==> config.mk <==
export PLATFORM = sky130hd
export DESIGN_NAME = acf_top
export DESIGN_NICKNAME = d
export VERILOG_FILES = /design/src/verilog/acf_pkg.sv /design/src/verilog/acf_top.sv /design/src/verilog/acf_tick.sv
export SDC_FILE = /design/constraint.sdc
export NUM_CORES = 1
export LEC_CHECK = 0
export BUFFER_PORTS_ARGS = -buffer_cell sky130_fd_sc_hd__buf_2
export CAP_MARGIN = 10
export CORE_MARGIN = 2
export CORE_UTILIZATION = 45
export DETAILED_ROUTE_END_ITERATION = 7
export PLACE_DENSITY = 0.62
export SYNTH_ARGS = -nofsm -noshare
export SYNTH_HDL_FRONTEND = slang
export SYNTH_SLANG_ARGS = --single-unit
==> constraint.sdc <==
create_clock -name sys_clk -period 2.9 [get_ports sys_clk]
set_input_delay 0.725 -clock sys_clk [delete_from_list [all_inputs] [get_ports sys_clk]]
set_output_delay 0.725 -clock sys_clk [all_outputs]
set_load 0.02 [all_outputs]
==> src/verilog/acf_pkg.sv <==
/*
 Package for the converter configuration block: register offsets, field
 layouts, reset values, clock-select codes and timing counts.
 Assumes a 10 MHz system clock and an 8-bit register port.
*/
package acf_pkg;

  // ----------------------------------------------------------------------
  // Register map
  // ----------------------------------------------------------------------
  localparam logic [1:0] OFF_CTRL0 = 2'h0;
  localparam logic [1:0] OFF_CTRL1 = 2'h1;
  localparam logic [1:0] OFF_RES_HI = 2'h2;
  localparam logic [1:0] OFF_RES_LO = 2'h3;

  localparam int POS_POWER = 0;
  localparam int POS_TRIGGER = 1;
  localparam int POS_SEL_LSB = 2;
  localparam int SEL_W = 5;
  localparam int POS_PREF = 0;
  localparam int POS_NREF = 2;
  localparam int POS_CLK_LSB = 4;
  localparam int CLK_W = 3;
  localparam int POS_FMT = 7;

  localparam logic [7:0] CTRL0_RESET = 8'h00;
  localparam logic [7:0] CTRL1_RESET = 8'h00;

  // ----------------------------------------------------------------------
  // Input select codes
  // ----------------------------------------------------------------------
  localparam logic [4:0] SEL_TEMP = 5'h1D;
  localparam logic [4:0] SEL_DAC = 5'h1E;
  localparam logic [4:0] SEL_FIXED = 5'h1F;
  localparam int NUM_SOURCES = 14;

  // ----------------------------------------------------------------------
  // Conversion timing
  // ----------------------------------------------------------------------
  localparam int RES_W = 10;
  localparam int HALF_PERIODS = 23;
  localparam int RC_PERIOD_NS = 1600;
  localparam int CLK_PERIOD_NS = 100;
  localparam int RC_HALF_CYCLES = (RC_PERIOD_NS / 2) / CLK_PERIOD_NS;

  typedef enum logic [2:0] {
    ACF_DIV2 = 3'h0, ACF_DIV8 = 3'h1, ACF_DIV32 = 3'h2, ACF_RC = 3'h3,
    ACF_DIV4 = 3'h4, ACF_DIV16 = 3'h5, ACF_DIV64 = 3'h6, ACF_RC2 = 3'h7
  } acf_clk_sel_t;

  typedef struct packed {
    logic [4:0] input_select_field;
    logic pos_ref_select;
    logic neg_ref_select;
    logic converter_power_on;
  } acf_route_t;

endpackage : acf_pkg

==> src/verilog/acf_top.sv <==
/*
 Converter configuration and sequencing: control registers, input routing,
 reference selection, conversion clock and a bit-serial approximation loop.
 Assumes a register master per the plain strobe port and an external
 comparator that answers within one system clock.
*/
`timescale 1ns/100ps
module acf_top (
  input wire logic sys_clk,
  input wire logic resetn,
  input wire logic [1:0] reg_addr,
  input wire logic [7:0] reg_wdata,
  input wire logic reg_wr,
  input wire logic reg_rd,
  output logic [7:0] reg_rdata,
  input wire logic cmp_above,
  output logic [13:0] source_enable,
  output logic pos_ref_pin_sel,
  output logic neg_ref_pin_sel,
  output logic analog_powered,
  output logic sample_connect,
  output logic [9:0] dac_trial,
  output logic conversion_done_flag
);
  // ----------------------------------------------------------------------
  // Control registers
  // ----------------------------------------------------------------------
  logic [4:0] sel_q;
  logic trig_q;
  logic pwr_q;
  logic [7:0] ctrl1_q;
  logic [9:0] result_q;
  logic [9:0] trial_q;
  logic [4:0] half_q;
  logic busy_q;
  logic tick;
  logic done_evt;
  logic bit_evt;
  logic [3:0] bit_idx;
  acf_pkg::acf_route_t route;
  logic wr_ctrl0;
  logic wr_ctrl1;
  logic rd_res_lo;
  logic [2:0] clk_sel_q;
  logic [13:0] src_hit;

  assign route.input_select_field = sel_q;
  assign route.pos_ref_select = ctrl1_q[acf_pkg::POS_PREF];
  assign route.neg_ref_select = ctrl1_q[acf_pkg::POS_NREF];
  assign route.converter_power_on = pwr_q;

  // ----------------------------------------------------------------------
  // Register strobe decode
  // ----------------------------------------------------------------------
  assign wr_ctrl0 = reg_wr && reg_addr == acf_pkg::OFF_CTRL0;
  assign wr_ctrl1 = reg_wr && reg_addr == acf_pkg::OFF_CTRL1;
  assign rd_res_lo = reg_rd && reg_addr == acf_pkg::OFF_RES_LO;

  always_ff @(posedge sys_clk or negedge resetn) begin
    if (!resetn) begin
      sel_q <= 5'h00;
      pwr_q <= 1'b0;
      ctrl1_q <= acf_pkg::CTRL1_RESET;
    end else if (wr_ctrl0) begin
      sel_q <= reg_wdata[acf_pkg::POS_SEL_LSB +: acf_pkg::SEL_W];
      pwr_q <= reg_wdata[acf_pkg::POS_POWER];
    end else if (wr_ctrl1) begin
      ctrl1_q <= reg_wdata;
    end
  end

  // ----------------------------------------------------------------------
  // Trigger bit: completion clears it; a write of 1 needs power on
  // ----------------------------------------------------------------------
  always_ff @(posedge sys_clk or negedge resetn) begin
    if (!resetn) begin
      trig_q <= 1'b0;
    end else if (wr_ctrl0) begin
      trig_q <= reg_wdata[acf_pkg::POS_TRIGGER] && reg_wdata[acf_pkg::POS_POWER];
    end else if (done_evt || !pwr_q) begin
      trig_q <= 1'b0;
    end
  end

  // ----------------------------------------------------------------------
  // Sequencer: 23 half periods, bit decision every two
  // ----------------------------------------------------------------------
  // Clock code held for the whole conversion: a write in flight
  // would otherwise change the bit period half way through
  always_ff @(posedge sys_clk or negedge resetn) begin
    if (!resetn) begin
      clk_sel_q <= 3'h0;
    end else if (!busy_q) begin
      clk_sel_q <= ctrl1_q[acf_pkg::POS_CLK_LSB +: acf_pkg::CLK_W];
    end
  end

  acf_tick u_tick (
    .sys_clk(sys_clk),
    .resetn(resetn),
    .run(busy_q),
    .clk_sel(clk_sel_q),
    .tick(tick)
  );

  // Half 0..2 is the first 1.5 periods; then one bit per two halves
  assign bit_evt = busy_q && tick && half_q >= 5'h02 && half_q[0] == 1'b0
    && half_q < 5'(acf_pkg::HALF_PERIODS - 1);
  assign bit_idx = 4'(5'h0A - ((half_q - 5'h02) >> 1)) - 4'h1;
  assign done_evt = busy_q && tick
    && half_q == 5'(acf_pkg::HALF_PERIODS - 1);

  always_ff @(posedge sys_clk or negedge resetn) begin
    if (!resetn) begin
      busy_q <= 1'b0;
      half_q <= 5'h00;
    end else if (!trig_q || done_evt) begin
      busy_q <= 1'b0;
      half_q <= 5'h00;
    end else begin
      busy_q <= 1'b1;
      if (tick) begin
        half_q <= half_q + 5'h01;
      end
    end
  end

  // Trial word: keep bit if input above trial, set next bit down
  always_ff @(posedge sys_clk or negedge resetn) begin
    if (!resetn) begin
      trial_q <= 10'h000;
    end else if (!busy_q) begin
      trial_q <= 10'h200;
    end else if (bit_evt) begin
      trial_q[bit_idx] <= cmp_above;
      if (bit_idx != 4'h0) begin
        trial_q[bit_idx - 4'h1] <= 1'b1;
      end
    end
  end

  always_ff @(posedge sys_clk or negedge resetn) begin
    if (!resetn) begin
      result_q <= 10'h000;
    end else if (done_evt) begin
      result_q <= trial_q;
    end
  end

  // Done flag: set wins over the software clear
  always_ff @(posedge sys_clk or negedge resetn) begin
    if (!resetn) begin
      conversion_done_flag <= 1'b0;
    end else if (done_evt) begin
      conversion_done_flag <= 1'b1;
    end else if (rd_res_lo) begin
      conversion_done_flag <= 1'b0;
    end
  end

  // ----------------------------------------------------------------------
  // Source decode: one select code per routed source
  // ----------------------------------------------------------------------
  for (genvar g = 0; g < acf_pkg::NUM_SOURCES; g++) begin : g_src
    // Pins 0-4 and 8-13 in order, then the three internal sources
    localparam logic [4:0] CODE = (g < 5) ? 5'(g)
      : (g < 11) ? 5'(g + 3)
      : (g == 11) ? acf_pkg::SEL_TEMP
      : (g == 12) ? acf_pkg::SEL_DAC : acf_pkg::SEL_FIXED;
    assign src_hit[g] = route.converter_power_on
      && route.input_select_field == CODE;
  end

  // ----------------------------------------------------------------------
  // Analog routing outputs
  // ----------------------------------------------------------------------
  always_ff @(posedge sys_clk or negedge resetn) begin
    if (!resetn) begin
      source_enable <= 14'h0000;
      pos_ref_pin_sel <= 1'b0;
      neg_ref_pin_sel <= 1'b0;
      analog_powered <= 1'b0;
      sample_connect <= 1'b0;
      dac_trial <= 10'h000;
    end else begin
      source_enable <= src_hit;
      pos_ref_pin_sel <= route.pos_ref_select;
      neg_ref_pin_sel <= route.neg_ref_select;
      analog_powered <= route.converter_power_on;
      // Hold capacitor is cut off from the input while converting
      sample_connect <= route.converter_power_on && !trig_q;
      dac_trial <= trial_q;
    end
  end

  // ----------------------------------------------------------------------
  // Read port
  // ----------------------------------------------------------------------
  always_ff @(posedge sys_clk or negedge resetn) begin
    if (!resetn) begin
      reg_rdata <= 8'h00;
    end else if (reg_rd) begin
      case (reg_addr)
        acf_pkg::OFF_CTRL0: reg_rdata <= {1'b0, sel_q, trig_q, pwr_q};
        acf_pkg::OFF_CTRL1: reg_rdata <= ctrl1_q;
        acf_pkg::OFF_RES_HI: reg_rdata <= ctrl1_q[acf_pkg::POS_FMT]
          ? {6'h00, result_q[9:8]} : result_q[9:2];
        acf_pkg::OFF_RES_LO: reg_rdata <= ctrl1_q[acf_pkg::POS_FMT]
          ? result_q[7:0] : {result_q[1:0], 6'h00};
        default: reg_rdata <= 8'h00;
      endcase
    end else begin
      reg_rdata <= 8'h00;
    end
  end
endmodule : acf_top

==> src/verilog/acf_tick.sv <==
/*
 Half-period tick divider for the bit-conversion clock.
 Assumes the select code is held stable during a conversion.
*/
`timescale 1ns/100ps
module acf_tick (
  input wire logic sys_clk,
  input wire logic resetn,
  input wire logic run,
  input wire logic [2:0] clk_sel,
  output logic tick
);
  logic [5:0] cnt_q;
  logic [5:0] limit;

  always_comb begin
    case (clk_sel)
      3'h0: limit = 6'h00;
      3'h4: limit = 6'h01;
      3'h1: limit = 6'h03;
      3'h5: limit = 6'h07;
      3'h2: limit = 6'h0F;
      3'h6: limit = 6'h1F;
      default: limit = 6'(acf_pkg::RC_HALF_CYCLES - 1);
    endcase
  end

  always_ff @(posedge sys_clk or negedge resetn) begin
    if (!resetn) begin
      cnt_q <= 6'h00;
    end else if (!run || cnt_q >= limit) begin
      cnt_q <= 6'h00;
    end else begin
      cnt_q <= cnt_q + 6'h01;
    end
  end

  assign tick = run && (cnt_q >= limit);
endmodule : acf_tick

==> results.ini <==
[run_status]
status = complete, no violations

[pwr]
power.density_nw_per_um2 = 542
ir_drop_uv = 253
combinationalPowerShare = 0.106
pwr-share-clk = 0.364
net-switching-power_uw = 651
switching_share = 0.254
p_leak_uw = 0.00227
p_seq_frac = 0.530
p_int_uw = 1910

[clock_network]
clk_pin_slew_ps = 90
cts_buffers = 9
root_buffer = clkbuf_8
cts_hold_buf = 0
clk_path_buf_depth = 2
cts.sinks = 87
clk_latency_ps = 350
htreeDepth = 3
cts_tree = built

[worst_setup_path]
max_stage_delay_ps = 450
reg2reg_setup_slack_ps = 230
worstReg2RegEnd = trial_q[2]
path_max_fanout = 6
critical_path_class = reg2reg
critPathSlowestCell = or4b_1
crit_chain = inv_1, ha_1, xnor2_1, ha_1, xnor2_2, xnor2_1, nor3b_2, or4b_1, and4_1
r2r_cells = 9
startpoint_type = flop
worstReg2RegStart = half_q[2]
timing.critical_path.buf_inv = 1
cp_data_required_time_ps = 3130
crit_family = simple AND/OR/NAND/NOR gates
crit_arrival_ps = 2900
end_kind = flop

[timing]
fin_tns_setup_ps = 0
setup_violations = 0
worst_pin_slew_ps = 583
period_minus_slack_ps = 2670
finalClockSkew_ps = 9.96
finalHoldViolCount = 0
hold_slack_ps = 294
grt_setup_unrepaired = false
fin_ws_ps = 228
timing.final.crit_share = 0.921
slew_violations = 0
slew_headroom = 0.608
timing.fmax_mhz = 374

[final_layout]
drive_gt1_frac = 0.229
nNetsFinal = 456
final_common_cell = dfrtp_1
multiInputGateArea_um2 = 1810
ff_latch_area_um2 = 2180
instances_no_fill = 536
antennaDiodeCount = 0
final_cell_mix = dfrtp_1, buf_2, nor2_1, nand2_1
num-fill-cells = 761
synthToLayoutAreaGrowth_pct = 14.9

[synthesis]
synth_edf_count = 0
synthFlopType = dfrtp_1
seq_area_frac_synth = 0.529
syn_area_um2 = 4110
ys_types = 55
postSynth.asyncResetShare = 1.00
synth-seq-cells = 87
yosysWarnings = 0
synthesis.nets = 402
synth_cells = 370
syn_avg_cell_area_um2 = 11.1

[placement]
place_inst = 521
dpl_worst_slack_ps = 188
port_buffers = 51
dp_hpwl_um = 5990
place_congestion = 0.846

[global_route]
grt_first_pass_wirelength_um = 14200
grtUsageTotal = 0.180
grt_pass1_vias = 2864
grt_max_degree = 58
antenna_found_initial = 0
overflow = 0

[route]
ant_nets = 0
drt_iter0_markers = 62
vias_per_cell = 5.39
finalWirelength_um = 8410
drc = 0
avgRoutedWirePerCell_um = 15.7
first_pass_iters = 4
vias = 2889

[worst_hold_path]
hold_path_class = in2async

[job]
drv_cap = 0

[die]
start_util = 0.467
die_w_um = 99.6
die_area_um2 = 9920
num_rows = 34
die_h_um = 99.6
coreArea_um2 = 8810
pin_count = 52

-- layer usage --
metal  up-vias  GRT usage  wire length (µm)
li1       1423          -                 -
met1      1383      0.246              4020
met2        65      0.283              3870
met3        18     0.0260               302
met4         0     0.0875               218
met5         -          0                 0
-- registers in the layout (all words and copies together), names as in the netlist, 5 cells and up --
name           flops
source_enable     14
dac_trial         10
result_q          10
trial_q           10
ctrl1_q            8
reg_rdata          8
u_tick.cnt_q       6
half_q             5
sel_q              5
-- cells in the mapped netlist (2+ instances only) --
cell type  number  share of area
o21ai_0        11          0.013
a22oi_1         5         0.0091
clkbuf_1       11          0.010
o31ai_1         2         0.0036
and3_1          3         0.0046
dfrtp_1        87           0.53
nor3b_1         3         0.0055
mux2_2         17          0.047
a21oi_1        12          0.015
nand3b_1        2         0.0036
or3_1           4         0.0061
nor2b_1         8          0.012
a211oi_1        3         0.0055
nand3_1        15          0.018
nor2_1         37          0.034
buf_6           2         0.0055
mux2_1          9          0.025
a311oi_1        2         0.0043
xor2_1          3         0.0064
a2111oi_0       4         0.0085
buf_2           3         0.0036
mux2i_1         7          0.017
ha_1           17          0.052
nor3_1          3         0.0036
inv_1          13          0.012
a221oi_1        6          0.013
nor4b_1         3         0.0064
a31oi_1         8          0.012
o21ai_1         3         0.0036
nand2b_1       12          0.018
xnor2_1         7          0.015
and2_1          3         0.0046
nand2_1        20          0.018
nand4_1         4         0.0061
-- logic make-up (layout without fill, tap and decap cells) --
group | after synthesis | count (layout) | synth area share
AO/OA/AOI/OAI | 66 | 66 | 0.108
XOR/XNOR | 12 | 12 | 0.0292
adder cells (fa/ha/maj) | 17 | 17 | 0.0517
buffers and inverters | 30 | 88 | 0.0319
flip-flops | 87 | 87 | 0.529
multiplexers | 33 | 33 | 0.0882
AND/OR/NAND/NOR | 125 | 125 | 0.161
-- worst max path at each step --
| stage | from | endpoint | slack [ps] | cells past startpoint |
|---|---|---|---|---|
| global route | half_q[2] | trial_q[2] | 60 | 9 |
| finish | half_q[2] | trial_q[2] | 230 | 9 |
| detailed placement | half_q[2] | trial_q[2] | 190 | 9 |
| global placement | half_q[2] | trial_q[2] | 250 | 9 |
| CTS | half_q[2] | trial_q[2] | 140 | 9 |
| floorplan | half_q[2] | trial_q[2] | 260 | 9 |
-- through the flow --
stage,power [µW],area [µm²],util
after floorplan,1540,4110,-
after global placement,1650,4500,0.511
after detailed placement,1660,4500,0.511
after CTS,2590,4720,0.536
after global routing,2680,4730,0.537
final,2560,4730,0.537
-- layout make-up --
type                       count  area share
tap                          108      0.0286
sequential                    87       0.461
inverter                      13      0.0103
timing repair buffer          60      0.0715
clock buffer                  10      0.0291
multi-input combinational    253       0.383
clock inverter                 5      0.0172
-- power groups by stage --
stage | clock, µW | sequential (µW) | combinational (µW)
2_1_floorplan | 0 | 1380 | 163
3_3_place_gp | 0 | 1380 | 268
3_5_place_dp | 0 | 1380 | 273
4_1_cts | 958 | 1360 | 274
5_1_grt | 1010 | 1370 | 302
6_report | 933 | 1360 | 271
-- timing repair --
action | in CTS | in global routing
buffers inserted | 0 | 0
hold endpoints to repair | 0 | 0
resized for setup | 0 | 2
setup endpoints to repair | 0 | 2
Power figures use the tool's default switching activity.
